### config.mk
export PLATFORM = sky130hd
export DESIGN_NAME = acrb_top
export DESIGN_NICKNAME = d
export VERILOG_FILES = /design/src/shared/acrb_pkg.sv /design/src/design/acrb_top.sv
export VERILOG_INCLUDE_DIRS = /design/src /design/src/shared
export SDC_FILE = /design/constraint.sdc
export NUM_CORES = 1
export LEC_CHECK = 0
export ABC_AREA = 0
export BUFFER_PORTS_ARGS = -buffer_cell sky130_fd_sc_hd__buf_4
export CAP_MARGIN = 15
export CORE_UTILIZATION = 50
export CTS_CLUSTER_DIAMETER = 50
export CTS_CLUSTER_SIZE = 20
export DETAILED_ROUTE_END_ITERATION = 8
export HOLD_SLACK_MARGIN = 0.15
export PLACE_DENSITY = 0.74
export SETUP_SLACK_MARGIN = 0.4
export SLEW_MARGIN = 40
export SYNTH_ARGS = -nofsm -noshare
export SYNTH_HDL_FRONTEND = slang
export SYNTH_SLANG_ARGS = --single-unit
### constraint.sdc
create_clock -name sys_clk -period 1.8 [get_ports sys_clk]
set_clock_uncertainty 0.05 [all_clocks]
set_input_delay 0.27 -clock sys_clk [delete_from_list [all_inputs] [get_ports sys_clk]]
set_output_delay 0.27 -clock sys_clk [all_outputs]
set_load 0.005 [all_outputs]
### src/shared/acrb_consts.svh
`ifndef ACRB_CONSTS_SVH
`define ACRB_CONSTS_SVH
// Register offsets.
`define ACRB_OFS_PORT_CFG 8'h00
`define ACRB_OFS_CHAN_SEL 8'h05
`define ACRB_OFS_POWER 8'h08
`define ACRB_OFS_CLOCK 8'h09
`define ACRB_OFS_CLKDIV 8'h0b
`define ACRB_OFS_ENHANCE 8'h0c
`define ACRB_OFS_TEST 8'h0d
`define ACRB_OFS_COMMIT 8'hff
// Reset values.
`define ACRB_RST_PORT_CFG 8'h18
`define ACRB_RST_CHAN_SEL 8'h33
`define ACRB_RST_ZERO 8'h00
// Field positions.
`define ACRB_BIT_SOFT_HI 5
`define ACRB_BIT_SOFT_LO 2
`define ACRB_BIT_SEL_A 0
`define ACRB_BIT_SEL_B 1
`define ACRB_BIT_CHOP 2
`define ACRB_BIT_PN_LONG_RST 5
`define ACRB_CHAN_SEL_MASK 8'h33
// Power mode codes.
`define ACRB_PWR_RUN 2'h0
`define ACRB_PWR_DOWN 2'h1
`define ACRB_PWR_STANDBY 2'h2
`define ACRB_PWR_HOLD 2'h3
// Test register value for code 1000 with user words alternating.
`define ACRB_TEST_USER_ALT 8'h48
// Output test codes.
`define ACRB_TST_OFF 4'h0
`define ACRB_TST_MID 4'h1
`define ACRB_TST_POS_FS 4'h2
`define ACRB_TST_NEG_FS 4'h3
`define ACRB_TST_CHECKER 4'h4
`define ACRB_TST_PN_LONG 4'h5
`define ACRB_TST_WORD_TGL 4'h7
`define ACRB_TST_USER 4'h8
`define ACRB_TST_BIT_TGL 4'h9
`define ACRB_TST_SYNC 4'ha
`define ACRB_TST_ONE_HIGH 4'hb
`define ACRB_TST_MIXED 4'hc
// Pattern words.
`define ACRB_W_MID 12'h800
`define ACRB_W_POS_FS 12'hfff
`define ACRB_W_NEG_FS 12'h000
`define ACRB_W_CHK_A 12'haaa
`define ACRB_W_CHK_B 12'h555
`define ACRB_W_SYNC 12'h03f
`define ACRB_W_ONE_HIGH 12'h001
`define ACRB_W_MIX_A 12'h0f3
`define ACRB_W_MIX_B 12'hf0c
// Long pseudorandom generator: 23 stages, taps at 23 and 18.
`define ACRB_PN_SEED 23'h7f_ffff
`define ACRB_PN_TAP 17
`endif

### src/shared/acrb_pkg.sv
package acrb_pkg;
	typedef enum logic [1:0] {USR_FIRST, USR_SECOND, USR_IDLE} acrb_usr_t;
	typedef logic [7:0] acrb_byte_t;
endpackage

### src/design/acrb_top.sv
`timescale 1ns/1ps
`include "acrb_consts.svh"
// How it works
// [RQ1] Power field: 00 run, 01 full power-down, 10 standby, 11 held reset.
// [RQ2] Test codes 0..3: normal data, midscale, positive and negative full-scale words.
// [RQ3] Code 0100 emits checkerboard words, code 0101 the 23-stage pseudorandom sequence.
// [RQ4] Codes 0111, 1000, 1001: word toggle, user pattern words, single-bit toggle.
// [RQ5] Codes 1010, 1011, 1100: sync word, one bit high, mixed frequency.
// [RQ6] Bits 7:6 of test register choose how user pattern words are sequenced.
// [RQ7] With all select bits set, a local write updates both channel copies.
// [RQ8] A read with channel A selected, or all selected, returns channel A.
// [RQ9] Soft reset bit restores every user register, then clears itself.
// [RQ10] Writing one to commit bit pulses the override commit; bit reads zero after.
module acrb_top #(
	parameter int DW = 12
) (
	// Clock and reset.
	input wire logic sys_clk,
	input wire logic sys_rst,
	// Register access from the serial port framer.
	input wire logic reg_wr,
	input wire logic reg_rd,
	input wire logic [7:0] reg_addr,
	input wire acrb_pkg::acrb_byte_t reg_wdata,
	output logic [7:0] reg_rdata,
	output logic reg_rvalid,
	// Conversion data and user pattern words.
	input wire logic [DW-1:0] conv_a,
	input wire logic [DW-1:0] conv_b,
	input wire logic [DW-1:0] user_word1,
	input wire logic [DW-1:0] user_word2,
	// Lane data and sample tick.
	output logic [DW-1:0] lane_a,
	output logic [DW-1:0] lane_b,
	output logic sample_tick,
	// Chip controls.
	output logic chip_run,
	output logic power_down,
	output logic standby,
	output logic chip_hold_reset,
	output logic dcs_enable,
	output logic chop_enable,
	output logic [2:0] clock_divide,
	output logic override_commit
);
	import acrb_pkg::*;

	////////////////////////////////////////////////////////////////////////////////
	logic [7:0] chan_sel, pwr_reg, clk_reg, div_reg, enh_reg, test_a, test_b;
	logic commit_bit, soft_pend;
	logic [7:0] next_chan_sel, next_pwr_reg, next_clk_reg, next_div_reg, next_enh_reg;
	logic [7:0] next_test_a, next_test_b, next_rdata;
	logic next_commit_bit, next_soft_pend, next_rvalid;
	logic wr_local_a, wr_local_b;

	always_comb begin
		next_chan_sel = chan_sel;
		next_pwr_reg = pwr_reg;
		next_clk_reg = clk_reg;
		next_div_reg = div_reg;
		next_enh_reg = enh_reg;
		next_test_a = test_a;
		next_test_b = test_b;
		next_commit_bit = 1'b0; // RQ10
		next_soft_pend = 1'b0; // RQ9
		next_rvalid = reg_rd;
		next_rdata = reg_rdata;
		wr_local_a = reg_wr && reg_addr == `ACRB_OFS_TEST && chan_sel[`ACRB_BIT_SEL_A]; // RQ7
		wr_local_b = reg_wr && reg_addr == `ACRB_OFS_TEST && chan_sel[`ACRB_BIT_SEL_B]; // RQ7
		if (reg_wr) begin
			case (reg_addr)
				`ACRB_OFS_PORT_CFG: next_soft_pend = reg_wdata[`ACRB_BIT_SOFT_HI]
					| reg_wdata[`ACRB_BIT_SOFT_LO]; // RQ9
				`ACRB_OFS_CHAN_SEL: next_chan_sel = reg_wdata & `ACRB_CHAN_SEL_MASK;
				`ACRB_OFS_POWER: next_pwr_reg = {6'h00, reg_wdata[1:0]};
				`ACRB_OFS_CLOCK: next_clk_reg = {7'h00, reg_wdata[0]};
				`ACRB_OFS_CLKDIV: next_div_reg = {5'h00, reg_wdata[2:0]};
				`ACRB_OFS_ENHANCE: next_enh_reg = reg_wdata & (8'h01 << `ACRB_BIT_CHOP);
				`ACRB_OFS_COMMIT: next_commit_bit = reg_wdata[0]; // RQ10
				default: ;
			endcase
		end
		if (wr_local_a) begin
			next_test_a = reg_wdata;
		end
		if (wr_local_b) begin
			next_test_b = reg_wdata;
		end
		if (reg_rd) begin
			case (reg_addr)
				`ACRB_OFS_PORT_CFG: next_rdata = `ACRB_RST_PORT_CFG;
				`ACRB_OFS_CHAN_SEL: next_rdata = chan_sel;
				`ACRB_OFS_POWER: next_rdata = pwr_reg;
				`ACRB_OFS_CLOCK: next_rdata = clk_reg;
				`ACRB_OFS_CLKDIV: next_rdata = div_reg;
				`ACRB_OFS_ENHANCE: next_rdata = enh_reg;
				`ACRB_OFS_TEST: next_rdata = (chan_sel[`ACRB_BIT_SEL_A]
					|| !chan_sel[`ACRB_BIT_SEL_B]) ? test_a : test_b; // RQ8
				`ACRB_OFS_COMMIT: next_rdata = {7'h00, commit_bit};
				default: next_rdata = `ACRB_RST_ZERO;
			endcase
		end
		// Soft reset is applied a cycle after the write; port config reads return the fixed reset value, so the bit never reads as one.
		if (soft_pend) begin
			next_chan_sel = `ACRB_RST_CHAN_SEL; // RQ9
			next_pwr_reg = `ACRB_RST_ZERO;
			next_clk_reg = `ACRB_RST_ZERO;
			next_div_reg = `ACRB_RST_ZERO;
			next_enh_reg = `ACRB_RST_ZERO;
			next_test_a = `ACRB_RST_ZERO;
			next_test_b = `ACRB_RST_ZERO;
			next_commit_bit = 1'b0;
		end
	end

	always_ff @(posedge sys_clk) begin
		if (sys_rst) begin
			chan_sel <= `ACRB_RST_CHAN_SEL;
			pwr_reg <= `ACRB_RST_ZERO;
			clk_reg <= `ACRB_RST_ZERO;
			div_reg <= `ACRB_RST_ZERO;
			enh_reg <= `ACRB_RST_ZERO;
			test_a <= `ACRB_RST_ZERO;
			test_b <= `ACRB_RST_ZERO;
			commit_bit <= 1'b0;
			soft_pend <= 1'b0;
			reg_rvalid <= 1'b0;
			reg_rdata <= `ACRB_RST_ZERO;
		end else begin
			chan_sel <= next_chan_sel;
			pwr_reg <= next_pwr_reg;
			clk_reg <= next_clk_reg;
			div_reg <= next_div_reg;
			enh_reg <= next_enh_reg;
			test_a <= next_test_a;
			test_b <= next_test_b;
			commit_bit <= next_commit_bit;
			soft_pend <= next_soft_pend;
			reg_rvalid <= next_rvalid;
			reg_rdata <= next_rdata;
		end
	end

	////////////////////////////////////////////////////////////////////////////////
	// User pattern sequencing for one channel.
	function automatic acrb_usr_t usr_step(input logic [7:0] tst, input acrb_usr_t st);
		if (tst[3:0] != `ACRB_TST_USER) begin
			usr_step = USR_FIRST;
		end else begin
			case (st)
				USR_FIRST: usr_step = tst[6] ? USR_SECOND : (tst[7] ? USR_IDLE : USR_FIRST); // RQ6
				USR_SECOND: usr_step = tst[7] ? USR_IDLE : USR_FIRST; // RQ6
				default: usr_step = USR_IDLE;
			endcase
		end
	endfunction

	// Word placed on a lane for a given test code.
	function automatic logic [DW-1:0] pick(input logic [3:0] code, input logic ph,
		input logic [DW-1:0] conv, input logic [22:0] pn, input acrb_usr_t st);
		case (code)
			`ACRB_TST_MID: pick = `ACRB_W_MID; // RQ2
			`ACRB_TST_POS_FS: pick = `ACRB_W_POS_FS; // RQ2
			`ACRB_TST_NEG_FS: pick = `ACRB_W_NEG_FS; // RQ2
			`ACRB_TST_CHECKER: pick = ph ? `ACRB_W_CHK_B : `ACRB_W_CHK_A; // RQ3
			`ACRB_TST_PN_LONG: pick = pn[22 -: DW]; // RQ3
			`ACRB_TST_WORD_TGL: pick = ph ? `ACRB_W_NEG_FS : `ACRB_W_POS_FS; // RQ4
			`ACRB_TST_USER: pick = (st == USR_FIRST) ? user_word1
				: ((st == USR_SECOND) ? user_word2 : `ACRB_W_NEG_FS); // RQ4
			`ACRB_TST_BIT_TGL: pick = `ACRB_W_CHK_A; // RQ4
			`ACRB_TST_SYNC: pick = `ACRB_W_SYNC; // RQ5
			`ACRB_TST_ONE_HIGH: pick = `ACRB_W_ONE_HIGH; // RQ5
			`ACRB_TST_MIXED: pick = ph ? `ACRB_W_MIX_B : `ACRB_W_MIX_A; // RQ5
			default: pick = conv; // RQ2
		endcase
	endfunction

	logic [2:0] div_cnt, next_div_cnt;
	logic phase, next_phase, tick, next_tick;
	logic [22:0] pn_reg, next_pn_reg;
	acrb_usr_t usr_a, usr_b, next_usr_a, next_usr_b;
	logic [DW-1:0] next_lane_a, next_lane_b;
	logic next_run, next_down, next_stby, next_hold;

	always_comb begin
		tick = div_cnt == div_reg[2:0];
		next_div_cnt = tick ? 3'h0 : div_cnt + 3'h1;
		next_tick = tick;
		next_phase = tick ? ~phase : phase;
		next_pn_reg = pn_reg;
		next_usr_a = usr_a;
		next_usr_b = usr_b;
		next_lane_a = lane_a;
		next_lane_b = lane_b;
		if (tick) begin
			next_pn_reg = {pn_reg[21:0], pn_reg[22] ^ pn_reg[`ACRB_PN_TAP]}; // RQ3
			next_usr_a = usr_step(test_a, usr_a);
			next_usr_b = usr_step(test_b, usr_b);
			next_lane_a = pick(test_a[3:0], phase, conv_a, pn_reg, usr_a);
			next_lane_b = pick(test_b[3:0], phase, conv_b, pn_reg, usr_b);
		end
		if (test_a[`ACRB_BIT_PN_LONG_RST] || test_b[`ACRB_BIT_PN_LONG_RST]) begin
			next_pn_reg = `ACRB_PN_SEED;
		end
		next_run = pwr_reg[1:0] == `ACRB_PWR_RUN; // RQ1
		next_down = pwr_reg[1:0] == `ACRB_PWR_DOWN; // RQ1
		next_stby = pwr_reg[1:0] == `ACRB_PWR_STANDBY; // RQ1
		next_hold = !next_run && !next_down && !next_stby; // RQ1
	end

	always_ff @(posedge sys_clk) begin
		if (sys_rst) begin
			div_cnt <= 3'h0;
			phase <= 1'b0;
			sample_tick <= 1'b0;
			pn_reg <= `ACRB_PN_SEED;
			usr_a <= USR_FIRST;
			usr_b <= USR_FIRST;
			lane_a <= '0;
			lane_b <= '0;
			chip_run <= 1'b1;
			power_down <= 1'b0;
			standby <= 1'b0;
			chip_hold_reset <= 1'b0;
			dcs_enable <= 1'b0;
			chop_enable <= 1'b0;
			clock_divide <= 3'h0;
			override_commit <= 1'b0;
		end else begin
			div_cnt <= next_div_cnt;
			phase <= next_phase;
			sample_tick <= next_tick;
			pn_reg <= next_pn_reg;
			usr_a <= next_usr_a;
			usr_b <= next_usr_b;
			lane_a <= next_lane_a;
			lane_b <= next_lane_b;
			chip_run <= next_run;
			power_down <= next_down;
			standby <= next_stby;
			chip_hold_reset <= next_hold;
			dcs_enable <= clk_reg[0];
			chop_enable <= enh_reg[`ACRB_BIT_CHOP];
			clock_divide <= div_reg[2:0];
			override_commit <= commit_bit; // RQ10
		end
	end

	////////////////////////////////////////////////////////////////////////////////
	a_power_down_dec: assert property (@(posedge sys_clk) disable iff (sys_rst) // RQ1
		$past(pwr_reg[1:0] == `ACRB_PWR_DOWN) |-> power_down && !chip_run)
		else $error("power-down decode wrong");
	a_power_hold_dec: assert property (@(posedge sys_clk) disable iff (sys_rst) // RQ1
		$past(pwr_reg[1:0] == `ACRB_PWR_HOLD) |-> chip_hold_reset && !standby)
		else $error("reset-hold decode wrong");
	a_midscale_word: assert property (@(posedge sys_clk) disable iff (sys_rst) // RQ2
		tick && test_a[3:0] == `ACRB_TST_MID |=> lane_a == `ACRB_W_MID)
		else $error("midscale word missing");
	a_normal_data: assert property (@(posedge sys_clk) disable iff (sys_rst) // RQ2
		tick && test_b[3:0] == `ACRB_TST_OFF |=> lane_b == $past(conv_b))
		else $error("normal data not passed");
	a_checker_alt: assert property (@(posedge sys_clk) disable iff (sys_rst) // RQ3
		tick && test_a[3:0] == `ACRB_TST_CHECKER |=> lane_a == (phase ? `ACRB_W_CHK_A
			: `ACRB_W_CHK_B))
		else $error("checkerboard wrong");
	a_word_toggle: assert property (@(posedge sys_clk) disable iff (sys_rst) // RQ4
		tick && test_a[3:0] == `ACRB_TST_WORD_TGL |=> lane_a == {DW{!$past(phase)}})
		else $error("word toggle wrong");
	a_sync_word: assert property (@(posedge sys_clk) disable iff (sys_rst) // RQ5
		tick && test_b[3:0] == `ACRB_TST_SYNC |=> lane_b == `ACRB_W_SYNC)
		else $error("sync word wrong");
	a_user_alt: assert property (@(posedge sys_clk) disable iff (sys_rst) // RQ6
		tick && test_a == `ACRB_TEST_USER_ALT && usr_a == USR_FIRST |=> usr_a == USR_SECOND)
		else $error("user sequencing wrong");
	a_local_both: assert property (@(posedge sys_clk) disable iff (sys_rst) // RQ7
		reg_wr && reg_addr == `ACRB_OFS_TEST && chan_sel == `ACRB_RST_CHAN_SEL && !soft_pend
		|=> test_a == $past(reg_wdata) && test_b == $past(reg_wdata))
		else $error("broadcast write lost");
	a_read_chan_a: assert property (@(posedge sys_clk) disable iff (sys_rst) // RQ8
		reg_rd && reg_addr == `ACRB_OFS_TEST && chan_sel[`ACRB_BIT_SEL_A]
		|=> reg_rdata == $past(test_a))
		else $error("read did not return channel A");
	a_soft_reset: assert property (@(posedge sys_clk) disable iff (sys_rst) // RQ9
		reg_wr && reg_addr == `ACRB_OFS_PORT_CFG && reg_wdata[`ACRB_BIT_SOFT_HI]
		|=> ##1 chan_sel == `ACRB_RST_CHAN_SEL && test_a == `ACRB_RST_ZERO && !soft_pend)
		else $error("soft reset failed");
	a_commit_pulse: assert property (@(posedge sys_clk) disable iff (sys_rst) // RQ10
		reg_wr && reg_addr == `ACRB_OFS_COMMIT && reg_wdata[0] && !soft_pend
		|=> commit_bit ##1 override_commit && !commit_bit)
		else $error("commit pulse wrong");
endmodule

# Word-level counts from Yosys, hierarchy flattened
# Cells that the tools add are included.
[op_classes]
n_addsub = 1
multipliers = 0
n_div = 0
order_cmp = 0
eq_ne = 36
shifts = 0
mux = 19
n_bitwise = 6
n_reduce_logical = 25
[ops]
columns = ["op", "n"]
rows = [
  ["one-hot mux 12 bit (11 select lines)", 2],
  ["2-to-1 mux 12 bit", 7],
  ["one-hot mux 8 bit (8 select lines)", 1],
  ["equality test 4 bit (second input constant)", 10],
  ["equality test 8 x 4 -> 1 bit (second input constant)", 5],
  ["equality test 4 x 3 -> 1 bit (second input constant)", 6],
  ["equality test 4 x 2 -> 1 bit (second input constant)", 4],
  ["2-to-1 mux 2 bit", 6],
  ["AND reduction 2 bit", 5],
  ["equality test 4 x 1 -> 1 bit (second input constant)", 2],
  ["equality test 8 x 3 -> 1 bit (second input constant)", 1],
  ["equality test 8 bit (second input constant)", 1],
  ["zero test 8 bit", 1],
  ["2-to-1 mux 8 bit", 1],
  ["inequality test 4 bit (second input constant)", 2],
  ["one-hot mux 2 bit (2 select lines)", 2],
  ["equality test 2 x 1 -> 1 bit (second input constant)", 3],
  ["zero test 2 bit", 3],
  ["OR reduction 2 bit", 3],
  ["logical AND 1 bit", 5],
  ["zero test 1 bit", 4],
  ["inverter 1 bit", 4],
  ["OR reduction 4 bit", 1],
  ["adder 3 x 1 -> 3 bit (second input constant)", 1],
  ["6 further kinds", 7],
]
[totals]
regBits = 104
latch_bits = 0
mem_bits_rw = 0
mem_bits_ro = 0
inputBits = 68
out_inout_bits = 44
word_cells = 114
memories = 0

# Logic depth before layout (Yosys ltp)
# Gate-level depths: netlist (run 1).
[logic_depth]
word_depth = 4
mapped_depth = 7
ltp_nobuf = 5

# Worst setup path after synthesis (run 1)
# Ideal clock, no wire load.
[synth_path]
path_kind = "register to register"
start = "register test_b[1]"
end = "register lane_b[0]"
t_arrival_ps = 1681
required_ps = 1663
setup_slack_ps = -18
stages_incl_launch_ff = 7
n_path_buf = 2
cell_sequence = "dfxtp_1 buf_6 or4b_4 or2_1 buf_6 o211a_1 o31ai_1"
[synth_via]
elab_chain_len = 2
word_cells_on_any_way = 12
classes_between = "eq/ne (11); mux (1)"
[synth_lines]
columns = ["element", "line_no", "source"]
rows = [
  ["from (decl)", "acrb_top.sv:49", "logic [7:0] chan_sel, pwr_reg, clk_reg, div_reg, enh_reg, test_a, test_b;"],
  ["from (signal assigned)", "acrb_top.sv:124", "test_b <= `ACRB_RST_ZERO;"],
  ["from (signal assigned)", "acrb_top.sv:136", "test_b <= next_test_b;"],
  ["equality test 4 bit (tied with other cells)", "acrb_top.sv:161", "case (code)"],
  ["one-hot mux 12 bit (11 select lines) *", "acrb_top.sv:161", ""],
  ["to (signal assigned)", "acrb_top.sv:237", "lane_b <= next_lane_b;"],
  ["to (decl)", "acrb_top.sv:34", "output logic [DW-1:0] lane_b,"],
]
# Mark *: on every way between the ends. The rest lies on a longest branch, timed or not.
# A chain may end at the register's enable or synchronous reset.

# Worst setup path after layout (run 1)
[layout_path]
start = "register test_b[2]"
end = "register usr_b[0]"
[layout_via]
elab_chain_len = 2
[layout_lines]
columns = ["element", "line_no", "source"]
rows = [
  ["inequality test 4 bit (no source line)", "-", ""],
  ["2-to-1 mux 2 bit", "acrb_top.sv:147", "if (tst[3:0] != `ACRB_TST_USER) begin"],
  ["to (signal assigned)", "acrb_top.sv:235", "usr_b <= next_usr_b;"],
  ["to (decl)", "acrb_top.sv:181", "acrb_usr_t usr_a, usr_b, next_usr_a, next_usr_b;"],
]
# Every way passes these cells.

==> results of run 1 <==
## synth_stat cells (9+ instances only)
master,count,area (um^2)
dfxtp_1,104,2080
nand3_1,57,285
a21oi_1,30,150
o31ai_1,10,75.1
clkbuf_1,46,173
nor2_1,59,221
a221oi_1,10,87.6
buf_1,11,41.3
inv_1,11,41.3
o211ai_1,17,128
o21ai_0,37,185
a211oi_1,9,67.6
nor3_1,16,80.1
nand2_1,77,289
mux2_2,11,124
mux2i_1,46,460
nor2b_1,14,87.6
## routing by layer
layer / track usage / share of wire
met5: 0 / 0
met4: 0.182 / 0.042
met3: 0.0470 / 0.067
met2: 0.532 / 0.49
met1: 0.417 / 0.40
## worst min-delay path by stage
stage	startpoint	end	slack, ns	depth (start not counted)
detailed placement	pn_reg[1]$_SDFFE_PP1P_	pn_reg[1]$_SDFFE_PP1P_	0.41	2
global route	reg_rd	reg_rdata[0]$_SDFFE_PP0P_	0.17	3
global placement	lane_a[9]$_SDFFE_PP0P_	lane_a[9]$_SDFFE_PP0P_	0.40	2
CTS	reg_wdata[2]	test_a[2]$_SDFFE_PP0P_	0.15	3
finish	reg_rd	reg_rdata[6]$_SDFFE_PP0P_	0.16	3
floorplan	reg_wdata[0]	chan_sel[0]$_SDFFE_PP1P_	0.35	2
## worst min-delay path: cells and delay by family
kind            cells  cell delay [ns]
compound gates      1             0.06
buf+inv             1             0.15
simple gates        1             0.07
## placed cells by master (no fill, tap or decap), types with 10 or more instances in the layout
cell type        n
a21oi_1         24
buf_4          162
buf_6           15
dfxtp_1         86
dlygate4sd3_1   18
mux2_2          11
mux2i_1         46
nand2_1         54
nand2_4         17
nand3_1         35
nand3_2         21
nor2_1          57
nor2b_1         10
nor3_1          10
o211ai_1        17
o21ai_0         15
o21ai_1         18
## stage by stage
stage	cell area (um^2)	std cells
2_1_floorplan	5510	662
3_3_place_gp	6610	902
3_5_place_dp	6620	902
4_1_cts	7420	951
5_1_grt	8120	965
6_report	8120	965
## kinds of logic (layout without fill, tap and decap cells)
logic type                 Yosys count  after routing
and+or+nand+nor                    263            263
AOI/OAI and AO/OA                  159            159
DFF                                104            104
buffers and inverters               72            239
muxes                               57             57
xor gates and xnor gates             6              6
adders and majority gates            1              1
## power groups by stage
stage	combinational (mW)	sequential, mW	clock [mW]
after detailed placement	0.460	2.44	0
after global placement	0.453	2.43	0
after CTS	0.510	2.38	1.41
after floorplan	0.194	2.43	0
after global routing	0.601	2.38	1.51
final	0.570	2.38	1.42
## layout make-up
cell class / count / area, um^2 / area share
flip-flops and latches: 104 / 2130 / 0.262
inverters: 11 / 48.8 / 0.00601
clock buffers: 10 / 128 / 0.0157
clock inverters: 6 / 51.3 / 0.00632
well taps: 136 / 170 / 0.0210
repair buffers: 212 / 1910 / 0.235
multi-input cells: 486 / 3690 / 0.454
## repair_timing
item,CTS,global route
setup buffers,12,10
cloned,3,4
endpoints found under the setup margin,79,67
pin swaps,20,51
hold endpoints to repair,27,0
hold buffers,18,0
gates resized for setup,85,122
==> out/results.ini, run 1 <==
[die]
dieArea_um2=11100
die_w_um=106
num_rows=37
core_area_um2=10400
io_pins=112
start_util=0.517
die_height_um=106

[global_routing]
grt_max_degree=40
grt_pass1_wl_um=28200
antenna_found_initial=0
grt_pass1_vias=5423
grt.total_usage=0.327
overflow=0

[placement]
io_buffers=111
hpwl_um=12300
post-place-ws_ns=-0.144
routabilityCongestion=0.895

[worst_setup_path]
crit_buf_inv=1
cp.arrival_ns=2.03
cp_cell_sequence=or4b_4 -> or2_4 -> buf_4 -> nor3_2 -> a21oi_1 -> nor2_1
critical_path_required_ns=2.08
worstSetupStartpointType=flip-flop
reg2reg_slack_ns=0.05
crit_type=reg -> reg
max_stage_delay_ns=0.52
r2r-start=test_b[2]$_SDFFE_PP0P_
reg2regPathDepth=6
r2r-end=usr_b[0]$_SDFFE_PP0P_
cp-endpoint=usr_b[0]$_SDFFE_PP0P_
critPathCaptureType=flip-flop
crit_fanout=9
path_depth=6
path_delay_family=simple AND/OR/NAND/NOR gates
slowest_stage=or4b_4
worstSetupStartpoint=test_b[2]$_SDFFE_PP0P_

[sta]
slew_viol_final=0
slew_headroom=0.692
fin_setup_tns_ns=0
worst_slack_ns=0.0486
hold_violations=0
finalSetupViolCount=0
holdWs_ns=0.159
fmax_mhz=571
period_needed_ns=1.75
rsz0062_at_grt=true
fin_crit_sh=0.973
max_slew.worst_pin.slew_ns=0.457

[logic_synthesis]
syn_avg_cell_area_um2=8.09
synth_cells=662
synth.distinct_cells=60
yosys_most_used_dff=dfxtp_1
ys_seq_elements=104
synthArstFlopShare=0
synth.area.mux_share=0.109
yosys.area_share.simple=0.237
synth_xor_area_frac=0.00981
syn-cell-area_um2=5360
ys.warnings.count=0
post_synth_fa_ha_maj_area_fraction=0.00234
yosysSeqAreaShare=0.389
syn_nets=731
synth_edf_count=0
synth_top_family_by_area=simple AND/OR/NAND/NOR gates
synth_compound_area_frac=0.199

[power]
p_sw_mw=1.21
total_power_mw=4.37
switching_share=0.277
combinationalPowerShare=0.131
ir_worst_vdd_uv=376
clockPowerShare=0.325
p_int_mw=3.16
power_density_nw_per_um2=538
power_frac_seq=0.544
p_leak_nw=3.43

[cts]
clk_latency_ns=0.38
h-tree-depth=3
cts-root-buf=clkbuf_8
cts_buffers=9
clock_sinks=104
cts.path.max_buffers=2
cts_tree=yes
cts.clk_slew.worst_paths_ns=0.11

[finish]
diodes=0
fin_util=0.783
largest_reg_flops=23
drive_above_1_share=0.429
finalNetCount=893
final.fill_count=721
areaGrowthSynthToFinish_pct=51.6

[min_path]
hp-class=in -> reg

[run]
maxCapViolations=0

[detailed_routing]
drc_errors=0
drt_iter0_markers=381
wl_per_cell_um=20.3
ant_nets=0
vias=5843
wirelength_um=19600
viasPerCell=6.05
dr.pass1.iters=5

[status]
status=finished, final reports clean

(Power assumes the default switching activity.)
==> inputs of run 2 (changes only) <==
--- a/config.mk
+++ b/config.mk
@@ -9,6 +9,7 @@
 export ABC_AREA = 0
 export BUFFER_PORTS_ARGS = -buffer_cell sky130_fd_sc_hd__buf_4
 export CAP_MARGIN = 15
+export CORE_MARGIN = 2
 export CORE_UTILIZATION = 50
 export CTS_CLUSTER_DIAMETER = 50
 export CTS_CLUSTER_SIZE = 20
@@ -16,6 +17,7 @@
 export HOLD_SLACK_MARGIN = 0.15
 export PLACE_DENSITY = 0.74
 export SETUP_SLACK_MARGIN = 0.4
+export SKIP_CTS_REPAIR_TIMING = 1
 export SLEW_MARGIN = 40
 export SYNTH_ARGS = -nofsm -noshare
 export SYNTH_HDL_FRONTEND = slang
==> constraint.sdc (replaced) <==
create_clock -name sys_clk -period 1.8 [get_ports sys_clk]
set_clock_uncertainty 0.05 [all_clocks]
set_input_delay 0.36 -clock sys_clk [delete_from_list [all_inputs] [get_ports sys_clk]]
set_output_delay 0.36 -clock sys_clk [all_outputs]
set_load 0.005 [all_outputs]
==> run 2 against run 1 <==
Routed wire length is 8.8% lower. Critical path depth is 2 lower. Global-route usage is 3.4 points lower. Clock power hardly changed. Critical path type unchanged. Largest power group unchanged.
==> out/results.ini, run 2 (same netlist as run 1, synthesis figures left out) <==
[finish]
areaGrowthSynthToFinish_pct=44.2  ; was 51.6%
final_common_cell=buf_4  ; unchanged
largest_reg_flops=23  ; unchanged
diodes=0  ; unchanged
layout_common_cells=178 x buf_4, 92 x dfxtp_1, 70 x nand2_1  ; was 162 x buf_4, 86 x dfxtp_1, 57 x nor2_1
drive_above_1_share=0.405  ; was 0.429
finalNetCount=883  ; was 893

[sta]
hold_violations=0  ; unchanged
fmax_mhz=566  ; was 571 MHz
rsz0062_at_grt=true  ; unchanged
worst_slack_ns=0.0327  ; was 0.0486 ns
max_slew.worst_pin.slew_ns=0.443  ; was 0.457 ns
fin_setup_tns_ns=0  ; unchanged
holdWs_ns=0.189  ; was 0.159 ns
finalSetupViolCount=0  ; unchanged
fin_crit_sh=0.982  ; was 0.973
slew_viol_final=0  ; unchanged
period_needed_ns=1.77  ; was 1.75 ns
slew_headroom=0.705  ; was 0.692

[worst_setup_path]
critPathCaptureType=flip-flop  ; unchanged
critical_path_required_ns=2.05  ; was 2.08 ns
crit_buf_inv=0  ; was 1
crit_type=reg -> reg  ; unchanged
worstSetupStartpointType=flip-flop  ; unchanged
reg2reg_slack_ns=0.03  ; was 0.05 ns
path_delay_family=simple AND/OR/NAND/NOR gates  ; unchanged
cp.arrival_ns=2.02  ; was 2.03 ns
cp_cell_sequence=or4b_4 -> or2_2 -> o221a_1 -> o31ai_1  ; was or4b_4 -> or2_4 -> buf_4 -> nor3_2 -> a21oi_1 -> nor2_1
slowest_stage=or4b_4  ; unchanged
max_stage_delay_ns=0.53  ; was 0.52 ns
crit_fanout=4  ; was 9

[power]
ir_worst_vdd_uv=405  ; was 376 uV
power_density_nw_per_um2=562  ; was 538 nW/um^2
p_leak_nw=3.36  ; was 3.43 nW

[die]
core_area_um2=10400  ; unchanged
dieArea_um2=11600  ; was 11,100 um^2
io_pins=112  ; unchanged
die_height_um=108  ; was 106 um
num_rows=37  ; unchanged
start_util=0.517  ; unchanged
die_w_um=108  ; was 106 um

[cts]
cts-root-buf=clkbuf_8  ; unchanged
cts_buffers=9  ; unchanged
clock_sinks=104  ; unchanged
cts_tree=yes  ; unchanged
cts.clk_slew.worst_paths_ns=0.11  ; about the same
h-tree-depth=3  ; unchanged
clk_latency_ns=0.38  ; about the same
cts.path.max_buffers=2  ; unchanged

[detailed_routing]
drt_iter0_markers=408  ; was 381
dr.pass1.iters=5  ; unchanged
wl_per_cell_um=18.7  ; was 20.3 um
viasPerCell=5.98  ; was 6.05
vias=5713  ; was 5,843
wirelength_um=17900  ; was 19,600 um
ant_nets=0  ; unchanged
drc_errors=0  ; unchanged

[global_routing]
grt.total_usage=0.293  ; was 0.327
grt_pass1_vias=5234  ; was 5,423
antenna_found_initial=0  ; unchanged
overflow=0  ; unchanged
grt_max_degree=40  ; unchanged
grt_pass1_wl_um=26400  ; was 28,200 um

[placement]
io_buffers=111  ; unchanged
routabilityCongestion=0.984  ; was 0.895
post-place-ws_ns=-0.146  ; was -0.144 ns
hpwl_um=12700  ; was 12,300 um

[status]
status=finished, final reports clean  ; unchanged

[run]
maxCapViolations=0  ; unchanged

[min_path]
hp-class=in -> reg  ; unchanged

-- run 2: cell count changes in the layout (fill, tap and decap cells not counted), moves of 3 or more --
| cell | delta |
|---|---|
| nand3_2 | -15 |
| dfxtp_1 | +6 |
| dfxtp_2 | -4 |
| nand2_1 | +16 |
| buf_4 | +16 |
| nand3_1 | +15 |
| dlygate4sd3_1 | -18 |
| nand2_4 | -14 |
| buf_8 | -4 |
| nor2_2 | +3 |
-- run 2: layout make-up --
cell class              instances  area [um^2]
repair buffers                201         1650
well taps                     136          170
clock inverters                 6         61.3
multi-input cells             487         3550
inverters                      11         45.0
fillers                       769         2650
flip-flops and latches        104         2110
clock buffers                  10          128
-- run 2: power breakdown --
| part | switching [mW] | total (mW) | internal (mW) |
|---|---|---|---|
| Combinational | 0.261 | 0.523 | 0.262 |
| Clock | 0.896 | 1.44 | 0.541 |
| Sequential | 0.0371 | 2.38 | 2.34 |
-- run 2: path summary, 6_finish.rpt --
kind	start	to	depth (start not counted)
worst max-delay path	test_b[2]$_SDFFE_PP0P_	lane_b[6]$_SDFFE_PP0P_	4
worst min-delay path	reg_wdata[7]	test_b[7]$_SDFFE_PP0P_	3
worst max register to register	test_b[2]$_SDFFE_PP0P_	lane_b[6]$_SDFFE_PP0P_	4
worst min register to register	lane_a[0]$_SDFFE_PP0P_	lane_a[0]$_SDFFE_PP0P_	2
-- run 2: worst reg2reg max path, cell delays in order, from the launching register on --
cell and delay (ns):
dfxtp_2 0.35, or4b_4 0.53, or2_2 0.35, o221a_1 0.23
o31ai_1 0.17
-- run 2: per-layer routing --
metal	vias to the layer above	track usage	part of all wire
li1	2688	-	-
met4	0	0.114	0.032
met1	2705	0.381	0.41
met5	-	0	0
met2	279	0.484	0.47
met3	41	0.0502	0.081
-- run 2: through the flow --
step                      instances  utilization  power [mW]  cell area (um^2)
after CTS                       938        0.670        4.32              6950
after global routing            955        0.745        4.49              7720
final                           955        0.745        4.34              7720
after detailed placement        922        0.652        2.91              6760
after floorplan                 662            -        2.63              5520
after global placement          922        0.652        2.91              6760
